File: config.mk
export PLATFORM = sky130hd
export DESIGN_NAME = rsg_rx_signaling
export DESIGN_NICKNAME = d
export VERILOG_FILES = /design/src/rsg_pkg.sv /design/src/rsg_rx_signaling.sv
export SDC_FILE = /design/constraint.sdc
export NUM_CORES = 2
export LEC_CHECK = 0
export BUFFER_PORTS_ARGS = -buffer_cell sky130_fd_sc_hd__buf_2
export CAP_MARGIN = 20
export CORE_AREA = 2 2 333 335
export DETAILED_ROUTE_END_ITERATION = 8
export DIE_AREA = 0 0 335 337
export PLACE_DENSITY = 0.76
export SLEW_MARGIN = 5
export SYNTH_ARGS = -nofsm -noshare
export SYNTH_HDL_FRONTEND = slang
export SYNTH_SLANG_ARGS = --single-unit
File: constraint.sdc
create_clock -name aclk -period 13.7 [get_ports aclk]
set_input_delay 0 -clock aclk [delete_from_list [all_inputs] [get_ports aclk]]
set_output_delay 0 -clock aclk [all_outputs]
set_load 0.005 [all_outputs]
File: src/rsg_pkg.sv
// Constants, types and register map for the receive signaling block
// Assumes a 100 MHz core clock and a 32-bit AXI4-Lite register bus
package rsg_pkg;

	// ========================================================
	// Register byte offsets
	localparam logic [7:0] A_CTRL = 8'h00;
	localparam logic [7:0] A_STS  = 8'h04;
	localparam logic [7:0] A_MSK  = 8'h08;
	localparam logic [7:0] A_CEN  = 8'h0C;
	localparam logic [7:0] A_CST  = 8'h10;
	localparam logic [7:0] A_RSEL = 8'h14;
	localparam logic [7:0] A_AONE = 8'h18;
	localparam logic [7:0] A_FRZ  = 8'h1C;
	localparam logic [7:0] A_SIG  = 8'h80;

	// ========================================================
	// Field positions and reset values
	localparam int C_INTEG = 0;
	localparam int C_FE    = 1;
	localparam int C_FF    = 2;
	localparam int C_ES    = 6;
	localparam int C_BP2M  = 7;
	localparam int S_COS   = 3;
	localparam logic [7:0]  CTRL_RST  = 8'h00;
	localparam logic [31:0] AONE_MASK = 32'h00FF_FFFF;
	localparam logic [1:0]  RESP_OK   = 2'h0;
	localparam logic [1:0]  RESP_ERR  = 2'h2;

	// ========================================================
	// Framing modes, held in control bits 5:4
	typedef enum logic [1:0] {
		RSG_ESF = 2'b00,
		RSG_D4  = 2'b01,
		RSG_E1  = 2'b10
	} rsg_mode_e;

	// ========================================================
	// Frame and multiframe geometry
	localparam int         NCH      = 32;
	localparam int         BUF_MF   = 4;
	localparam logic [1:0] INTEG_MF = 2'h3;
	localparam logic [8:0] FLEN_T1  = 9'h0C1;
	localparam logic [8:0] FLEN_E1  = 9'h100;
	localparam logic [4:0] NFR_ESF  = 5'h18;
	localparam logic [4:0] NFR_D4   = 5'h0C;
	localparam logic [4:0] NFR_E1   = 5'h10;
	localparam logic [4:0] TS_SIG   = 5'h10;

	// ========================================================
	// Freeze hold times after the fault clears
	localparam int CLK_NS       = 10;
	localparam int HOLD_ESF_US  = 9000;
	localparam int HOLD_D4_US   = 4500;
	localparam int HOLD_E1_US   = 6000;
	localparam int HOLD_ESF_DEF = (HOLD_ESF_US * 1000 + CLK_NS - 1) / CLK_NS;
	localparam int HOLD_D4_DEF  = (HOLD_D4_US * 1000 + CLK_NS - 1) / CLK_NS;
	localparam int HOLD_E1_DEF  = (HOLD_E1_US * 1000 + CLK_NS - 1) / CLK_NS;

	// ========================================================
	// Line-side framer strobes
	typedef struct packed {
		logic       mf_end;
		logic       sig_valid;
		logic [4:0] sig_ch;
		logic [3:0] sig_abcd;
		logic       out_of_frame;
		logic       loss_of_frame;
		logic       carrier_loss;
		logic       align_change;
	} rsg_line_s;

endpackage

File: src/rsg_rx_signaling.sv
// Receive signaling: capture, change of state, freeze, backplane stream
// Assumes line strobes on aclk; backplane clock and sync are async pins
//
// The register offsets and the AXI4-Lite register port were chosen for this implementation.
`timescale 1ns/1ps
`default_nettype none

module rsg_rx_signaling import rsg_pkg::*; #(
	parameter int HOLD_ESF_CYC = HOLD_ESF_DEF,
	parameter int HOLD_D4_CYC  = HOLD_D4_DEF,
	parameter int HOLD_E1_CYC  = HOLD_E1_DEF
) (
	// Clock and reset
	input  wire logic        aclk,
	input  wire logic        aresetn,
	// AXI4-Lite register slave
	input  wire logic [7:0]  awaddr,
	input  wire logic        awvalid,
	output logic             awready,
	input  wire logic [31:0] wdata,
	input  wire logic [3:0]  wstrb,
	input  wire logic        wvalid,
	output logic             wready,
	output logic [1:0]       bresp,
	output logic             bvalid,
	input  wire logic        bready,
	input  wire logic [7:0]  araddr,
	input  wire logic        arvalid,
	output logic             arready,
	output logic [31:0]      rdata,
	output logic [1:0]       rresp,
	output logic             rvalid,
	input  wire logic        rready,
	// Line-side framer
	input  wire rsg_line_s   lin,
	// Backplane
	input  wire logic        rx_backplane_clock,
	input  wire logic        rx_multiframe_sync,
	input  wire logic        es_data_in,
	output logic             rx_sig_stream_out,
	output logic             rx_serial_data_out,
	// Indications
	output logic             freeze_indicator,
	output logic             irq_n
);

	// ========================================================
	// State
	typedef struct packed {
		logic [7:0]                      ctrl;
		logic                            sts_cos;
		logic                            msk_cos;
		logic [31:0]                     cen;
		logic [31:0]                     cst;
		logic [31:0]                     rsel;
		logic [31:0]                     aone;
		logic [NCH-1:0][3:0]             stg;
		logic [NCH-1:0][3:0]             rsig;
		logic [NCH-1:0][3:0]             cand;
		logic [NCH-1:0][3:0]             rpt;
		logic [NCH-1:0][1:0]             cnt;
		logic [BUF_MF-1:0][NCH-1:0][3:0] sbuf;
		logic [1:0]                      wp;
		logic [19:0]                     hold;
		logic [2:0]                      ck_s;
		logic [2:0]                      sy_s;
		logic                            ck_l;
		logic                            sy_l;
		logic                            sy_p;
		logic [8:0]                      pos;
		logic [4:0]                      fr;
		logic                            sig_o;
		logic                            ser_o;
		logic                            frz_o;
		logic                            irq_n;
		logic                            aw_f;
		logic                            w_f;
		logic [7:0]                      awa;
		logic [31:0]                     wd;
		logic [3:0]                      ws;
		logic                            awready;
		logic                            wready;
		logic                            bvalid;
		logic [1:0]                      bresp;
		logic                            arready;
		logic                            rvalid;
		logic [31:0]                     rdata;
		logic [1:0]                      rresp;
	} rsg_st_s;

	rsg_st_s st;
	rsg_st_s next_st;
	logic    frz;
	logic    bpe;
	logic    clr_cos;

	// ========================================================
	// Next-state logic
	always_comb begin
		logic        wr;
		logic        chg;
		logic        fbit;
		logic        hit;
		logic        rb;
		logic        sig;
		logic        ser;
		logic        ren;
		logic        t1;
		logic        mf;
		logic        cond;
		logic        sye;
		logic [31:0] m;
		logic [31:0] rd;
		logic [7:0]  a;
		logic [1:0]  rr;
		logic [1:0]  k;
		logic [8:0]  np;
		logic [8:0]  off;
		logic [8:0]  flen;
		logic [4:0]  nfr;
		logic [4:0]  nmf;
		logic [4:0]  ch;
		logic [4:0]  rch;
		logic [2:0]  bn;
		logic [3:0]  nw;
		logic [3:0]  nib;
		logic [19:0] hl;
		wr = 1'b0;
		chg = 1'b0;
		fbit = 1'b0;
		hit = 1'b0;
		rb = 1'b0;
		sig = 1'b0;
		ser = 1'b0;
		ren = 1'b0;
		t1 = 1'b0;
		mf = 1'b0;
		cond = 1'b0;
		sye = 1'b0;
		m = 32'h0;
		rd = 32'h0;
		a = 8'h0;
		rr = RESP_OK;
		k = 2'h0;
		np = 9'h0;
		off = 9'h0;
		flen = 9'h0;
		nfr = 5'h0;
		nmf = 5'h0;
		ch = 5'h0;
		rch = 5'h0;
		bn = 3'h0;
		nw = 4'h0;
		nib = 4'h0;
		hl = 20'h0;
		next_st = st;

		// Bus write channels, address and data in either order
		if (awvalid && st.awready) begin
			next_st.aw_f = 1'b1;
			next_st.awa = awaddr;
		end
		if (wvalid && st.wready) begin
			next_st.w_f = 1'b1;
			next_st.wd = wdata;
			next_st.ws = wstrb;
		end
		if (bready && st.bvalid)
			next_st.bvalid = 1'b0;
		wr = st.aw_f && st.w_f && !st.bvalid;
		a = {st.awa[7:2], 2'h0};
		m = {{8{st.ws[3]}}, {8{st.ws[2]}}, {8{st.ws[1]}}, {8{st.ws[0]}}};
		clr_cos = wr && a == A_STS && m[S_COS] && st.wd[S_COS];
		// Register write decode; clears come before hardware sets
		if (wr) begin
			next_st.aw_f = 1'b0;
			next_st.w_f = 1'b0;
			next_st.bvalid = 1'b1;
			next_st.bresp = RESP_OK;
			if (a == A_CTRL)
				next_st.ctrl = (st.ctrl & ~m[7:0]) | (st.wd[7:0] & m[7:0]);
			else if (a == A_STS) begin
				if (clr_cos)
					next_st.sts_cos = 1'b0;
			end else if (a == A_MSK) begin
				if (m[S_COS])
					next_st.msk_cos = st.wd[S_COS];
			end else if (a == A_CEN)
				next_st.cen = (st.cen & ~m) | (st.wd & m);
			else if (a == A_CST)
				next_st.cst = st.cst & ~(st.wd & m);
			else if (a == A_RSEL)
				next_st.rsel = (st.rsel & ~m) | (st.wd & m);
			else if (a == A_AONE)
				next_st.aone = ((st.aone & ~m) | (st.wd & m)) & AONE_MASK;
			else if (a != A_FRZ && a < A_SIG)
				next_st.bresp = RESP_ERR;
		end

		// Bus read channel
		if (rready && st.rvalid)
			next_st.rvalid = 1'b0;
		if (arvalid && st.arready) begin
			a = {araddr[7:2], 2'h0};
			if (a >= A_SIG)
				rd = {28'h0, st.rsig[a[6:2]]};
			else if (a == A_CTRL)
				rd = {24'h0, st.ctrl};
			else if (a == A_STS)
				rd = {28'h0, st.sts_cos, 3'h0};
			else if (a == A_MSK)
				rd = {28'h0, st.msk_cos, 3'h0};
			else if (a == A_CEN)
				rd = st.cen;
			else if (a == A_CST)
				rd = st.cst;
			else if (a == A_RSEL)
				rd = st.rsel;
			else if (a == A_AONE)
				rd = st.aone;
			else if (a == A_FRZ)
				rd = {31'h0, st.frz_o};
			else
				rr = RESP_ERR;
			next_st.rvalid = 1'b1;
			next_st.rdata = rd;
			next_st.rresp = rr;
		end
		next_st.awready = !next_st.aw_f && !next_st.bvalid;
		next_st.wready = !next_st.w_f && !next_st.bvalid;
		next_st.arready = !next_st.rvalid;

		// Freeze control and post-fault hold
		cond = lin.out_of_frame || lin.loss_of_frame
			|| lin.carrier_loss || lin.align_change;
		if (st.ctrl[5:4] == RSG_E1)
			hl = 20'(HOLD_E1_CYC);
		else if (st.ctrl[5:4] == RSG_D4)
			hl = 20'(HOLD_D4_CYC);
		else
			hl = 20'(HOLD_ESF_CYC);
		if (cond)
			next_st.hold = hl;
		else if (st.hold != 20'h0)
			next_st.hold = st.hold - 20'h1;
		frz = st.ctrl[C_FF]
			|| (st.ctrl[C_FE] && (cond || st.hold != 20'h0));
		next_st.frz_o = frz;

		// Per-channel staging during the multiframe
		if (lin.sig_valid)
			next_st.stg[lin.sig_ch] = lin.sig_abcd;
		mf = lin.mf_end && !(lin.out_of_frame || lin.loss_of_frame);
		if (mf) begin
			next_st.rsig = st.stg;
			for (int i = 0; i < NCH; i++) begin
				nw = st.stg[i];
				// One global integration bit for all channels
				if (st.ctrl[C_INTEG]) begin
					if (nw != st.cand[i]) begin
						next_st.cand[i] = nw;
						next_st.cnt[i] = 2'h1;
					end else if (st.cnt[i] != INTEG_MF)
						next_st.cnt[i] = st.cnt[i] + 2'h1;
					chg = nw == st.cand[i]
						&& st.cnt[i] == INTEG_MF - 2'h1
						&& nw != st.rpt[i];
				end else begin
					next_st.cand[i] = nw;
					next_st.cnt[i] = 2'h1;
					chg = nw != st.rpt[i];
				end
				if (chg) begin
					next_st.rpt[i] = nw;
					next_st.cst[i] = 1'b1;
					if (st.cen[i])
						next_st.sts_cos = 1'b1;
				end
			end
			// Buffer advances only while not frozen
			if (!frz) begin
				next_st.sbuf[st.wp] = st.stg;
				next_st.wp = st.wp + 2'h1;
			end
		end

		// Backplane pin synchronisers and edge detection
		next_st.ck_s = {st.ck_s[1:0], rx_backplane_clock};
		next_st.sy_s = {st.sy_s[1:0], rx_multiframe_sync};
		if (st.ck_s[2] == st.ck_s[1])
			next_st.ck_l = st.ck_s[1];
		if (st.sy_s[2] == st.sy_s[1])
			next_st.sy_l = st.sy_s[1];
		bpe = next_st.ck_l && !st.ck_l;
		sye = next_st.sy_l && !st.sy_l;
		if (sye)
			next_st.sy_p = 1'b1;

		// Backplane position within frame and multiframe
		t1 = st.ctrl[5:4] != RSG_E1;
		flen = st.ctrl[C_BP2M] ? FLEN_E1 : FLEN_T1;
		if (st.ctrl[5:4] == RSG_E1)
			nmf = NFR_E1;
		else if (st.ctrl[5:4] == RSG_D4)
			nmf = NFR_D4;
		else
			nmf = NFR_ESF;
		if (st.sy_p || sye) begin
			np = 9'h0;
			nfr = 5'h0;
		end else if (st.pos >= flen - 9'h1) begin
			np = 9'h0;
			nfr = (st.fr >= nmf - 5'h1) ? 5'h0 : st.fr + 5'h1;
		end else begin
			np = st.pos + 9'h1;
			nfr = st.fr;
		end
		fbit = !st.ctrl[C_BP2M] && np == 9'h0;
		off = st.ctrl[C_BP2M] ? np : np - 9'h1;
		ch = off[7:3];
		bn = off[2:0];
		nib = st.sbuf[st.wp][ch];

		// Signaling stream bit, lower nibble only
		if (!fbit && bn[2]) begin
			if (st.ctrl[5:4] == RSG_D4)
				sig = nib[{1'b1, ~bn[0]}];
			else
				sig = nib[~bn[1:0]];
		end

		// Reinsertion positions in the backplane multiframe
		case (nfr)
			5'h05: k = 2'h0;
			5'h0B: k = 2'h1;
			5'h11: k = 2'h2;
			5'h17: k = 2'h3;
			default: k = 2'h0;
		endcase
		if (t1) begin
			rch = ch;
			hit = !fbit && bn == 3'h7 && (nfr == 5'h05 || nfr == 5'h0B
				|| nfr == 5'h11 || nfr == 5'h17);
			rb = nib[~k];
		end else begin
			rch = {bn[2], nfr[3:0]};
			hit = ch == TS_SIG && nfr != 5'h0 && nfr < NFR_E1;
			rb = st.sbuf[st.wp][rch][~bn[1:0]];
		end
		ren = st.ctrl[C_ES]
			&& !(!t1 && !st.ctrl[C_BP2M]);
		ser = es_data_in;
		if (hit && ren && st.rsel[rch])
			ser = rb;
		if (t1 && hit && st.aone[ch])
			ser = 1'b1;
		if (bpe) begin
			next_st.pos = np;
			next_st.fr = nfr;
			next_st.sy_p = 1'b0;
			next_st.sig_o = sig;
			next_st.ser_o = ser;
		end

		// Interrupt output from sticky masked status
		next_st.irq_n = !(st.sts_cos && st.msk_cos);
	end

	// ========================================================
	// State register
	always_ff @(posedge aclk) begin
		if (!aresetn) begin
			st <= '0;
			st.ctrl <= CTRL_RST;
			st.irq_n <= 1'b1;
		end else begin
			st <= next_st;
		end
	end

	// Outputs straight from the state register
	assign awready = st.awready;
	assign wready = st.wready;
	assign bvalid = st.bvalid;
	assign bresp = st.bresp;
	assign arready = st.arready;
	assign rvalid = st.rvalid;
	assign rdata = st.rdata;
	assign rresp = st.rresp;
	assign rx_sig_stream_out = st.sig_o;
	assign rx_serial_data_out = st.ser_o;
	assign freeze_indicator = st.frz_o;
	assign irq_n = st.irq_n;
endmodule

`default_nettype wire

==> flow_metrics.env <==
export IMPL_worst_pin_slew_ns=1.21
export IMPL_hold_violations=0
export IMPL_synth_async_sr_flop_share_pct=0
export IMPL_min_from="wvalid"
export IMPL_die_w_microns=335
export IMPL_root_buffer="clkbuf_16"
export IMPL_post_cts_buffers=0
export IMPL_power_density_nw_per_um2=117
export IMPL_path_clk_slew_ns=0.07
export IMPL_irDropWorstVdd_mv=0.119
export IMPL_yosys_warnings=0
export IMPL_dieArea_sq_um=113000
export IMPL_start_util_pct=59.4
export IMPL_maxSlewViolCount=0
export IMPL_ios=122
export IMPL_rsz0062_at_grt="no"
export IMPL_area_delta_synth_final_pct=8.94
export IMPL_max_cap_violations=0
export IMPL_grt_pass1_wl_microns=297000
export IMPL_htreeDepth=4
export IMPL_dp_hpwl_microns=124000
export IMPL_start_kind="flip-flop"
export IMPL_fin_skew_ns=0.0365
export IMPL_nFillCells=8942
export IMPL_drtIter0Drc=5565
export IMPL_vias=53200
export IMPL_placed_cells=8297
export IMPL_grt_overflow_total=0
export IMPL_ys_flop_type="dfxtp_1"
export IMPL_clockBufferDepth=3
export IMPL_fin_setup_tns_ns=0
export IMPL_drive_gt1_share_pct=8.98
export IMPL_portBuffers=115
export IMPL_holdWs_ns=0.0640
export IMPL_wirelength_microns=194000
export IMPL_synthCells=7366
export IMPL_maxSlewHeadroom_pct=19.2
export IMPL_status="completed"
export IMPL_fin_nets=7302
export IMPL_synth_edf_count=0
export IMPL_ys_ff_latch=1350
export IMPL_synth_yosys_seq_area_share_pct=41.5
export IMPL_core_area_sq_um=110000
export IMPL_firstDrtPassIters=8
export IMPL_antenna_found_initial=8
export IMPL_netlist_area_sq_um=65100
export IMPL_crit_type="reg -> reg"
export IMPL_wl_per_cell_microns=22.4
export IMPL_period_share_pct=54.6
export IMPL_final_area_sq_um=70900
export IMPL_avgViaCountPerCell=6.13
export IMPL_numCtsBuffers=142
export IMPL_min_period_ns=7.48
export IMPL_critPathArrivalTime_ns=8.16
export IMPL_syn_avg_cell_area_sq_um=8.84
export IMPL_layoutNonFillerInstCount=8684
export IMPL_dpl_cell_area_sq_um=64800
export IMPL_hp_class="in -> reg"
export IMPL_cts_tree="built"
export IMPL_worstPathMaxFanout=32
export IMPL_synth_cell_types=91
export IMPL_p_leak_nw=27.0
export IMPL_core_rowCount=122
export IMPL_cts_sinks=1350
export IMPL_drc_errors=0
export IMPL_drtAntennaViolNets=0
export IMPL_insertion_delay_ns=0.77
export IMPL_setup_viol=0
export IMPL_die_y_microns=337
export IMPL_grt_pass1_vias=50100
export IMPL_track_usage_pct=33.8
export IMPL_cp_end_kind="flip-flop"
export IMPL_required_ns=14.38
export IMPL_grt_max_degree=306
export IMPL_place_gp_congestion=0.975
export IMPL_timing_fmax_mhz=134
layer usage:
| layer | global-route usage, % | part of all wire, % |
|---|---|---|
| met2 | 53.2 | 45 |
| met4 | 18.4 | 5.9 |
| met5 | 0 | 0.0036 |
| met1 | 44.3 | 40 |
| met3 | 5.93 | 8.8 |
per-stage QoR:
stage	setup slack, ns	util, %	total power, W
after detailed placement	6.52	59.2	0.00441
after global placement	6.57	59.2	0.00441
after floorplan	8.51	-	0.00430
after global routing	5.91	64.7	0.00851
after CTS	6.48	64.7	0.00833
final	6.22	64.7	0.00831
kinds of logic after synthesis:
| logic type | Yosys count | synth area share (%) |
|---|---|---|
| flops | 1350 | 41.5 |
| fa+ha+maj | 84 | 1.61 |
| buf+inv | 740 | 5.56 |
| compound gates | 1493 | 16.8 |
| other cells | 1 | 0.00576 |
| xor+xnor | 289 | 3.89 |
| mux | 508 | 11.1 |
| simple gates | 2901 | 19.5 |
cell type report:
type	instances	area [sq um]	share of cell area, %
inverters	62	233	0.328
diodes	1	2.50	0.00353
well taps	1426	1780	2.52
repair buffers	308	2420	3.41
flip-flops and latches	1350	27000	38.1
clock buffers	222	4350	6.14
multi-input cells	5277	34600	48.8
clock inverters	38	467	0.658
power by group:
part	switching (W)	total [W]	internal (W)
Sequential	0.0000342	0.00398	0.00395
Clock	0.00164	0.00395	0.00231
Combinational	0.000231	0.000380	0.000149
Total	0.00190	0.00831	0.00641
synthesized netlist by cell type, types with 9 or more instances:
cell type     n  share of area [%]
a211oi_1     30               0.35
a21boi_0    508                5.9
a21boi_1    480                5.5
a21oi_1     105               0.81
a22oi_1      44               0.51
a311oi_1     11               0.15
a31oi_1      37               0.36
a32oi_1       9               0.12
and2_1       49               0.47
and3_1       20               0.19
buf_1        22               0.13
buf_2       194                1.5
buf_4        39               0.45
buf_6        54               0.93
clkbuf_1    365                2.1
dfxtp_1    1350                 42
ha_1         84                1.6
inv_1        61               0.35
mux2_2       12               0.21
mux2i_1     326                5.0
mux4_2      168                5.8
nand2_1    2033                 12
nand3_1     196                1.5
nand3b_1      9               0.10
nand4_1      26               0.25
nor2_1       83               0.48
nor2b_1     274                2.6
nor3_1       27               0.21
nor4_1      100               0.96
o211a_1      44               0.68
o21a_1       31               0.36
o21ai_0      92               0.71
o22ai_1       9              0.086
or3_1         9              0.086
or4_1        26               0.30
xnor2_1      20               0.27
xor2_1      269                3.6
flip-flops by register name, summed over array words and instances (netlist names), named ones only:
name	count
arready	1
rx_sig_stream_out	1
rx_serial_data_out	1
awready	1
bresp	1
freeze_indicator	1
rdata	32
next_st	4
rvalid	1
rresp	1
wready	1
st	1207
irq_n	1
bvalid	1
cells in the final DEF (no fill, tap or decap), types with 20 or more instances in the layout:
cell,instances
a211oi_1,30
a21boi_0,508
a21boi_1,480
a21oi_1,104
a22oi_1,44
a31oi_1,37
and2_1,47
and3_1,20
buf_2,113
buf_4,64
clkbuf_1,37
clkbuf_16,148
clkbuf_8,37
dfxtp_1,1347
dlygate4sd3_1,125
ha_1,84
inv_1,61
mux2i_1,326
mux4_2,168
nand2_1,2026
nand3_1,196
nand4_1,26
nor2_1,82
nor2b_1,273
nor3_1,25
nor4_1,99
o211a_1,44
o21a_1,31
o21ai_0,91
or4_1,26
xnor2_1,20
xor2_1,269
path summary, 6_finish.rpt:
check | endpoint | cells past startpoint | slack [ns]
worst max-delay path | rx_serial_data_out | 21 | 6.22
worst min-delay path | st[85] | 4 | 0.06
worst max register to register | rx_serial_data_out | 21 | 6.22
worst min register to register | next_st[110] | 1 | 0.43
worst max-delay path, cell delays in order, from the launching register on:
cell and delay, ns:
dfxtp_1 0.31, buf_4 0.22, inv_1 0.19, ha_1 0.33
nand3_2 0.12, or4_4 0.59, o211a_1 0.26, nand2_1 0.41
nor2_1 0.20, inv_1 0.09, ha_1 0.18, nor2b_1 0.34
a22oi_1 0.12, o221ai_1 0.29, or3_1 0.82, nand2_2 0.89
o21ai_2 0.64, mux2i_1 0.25, nor4b_1 0.07, a211oi_1 0.50
nand4_1 0.20, o41ai_2 0.34
timing repair:
item                      in CTS  in global routing
hold endpoints to repair     365                  0
hold buffers                 125                  0
gates resized for setup        0                  0
(Power assumes the default switching activity.)
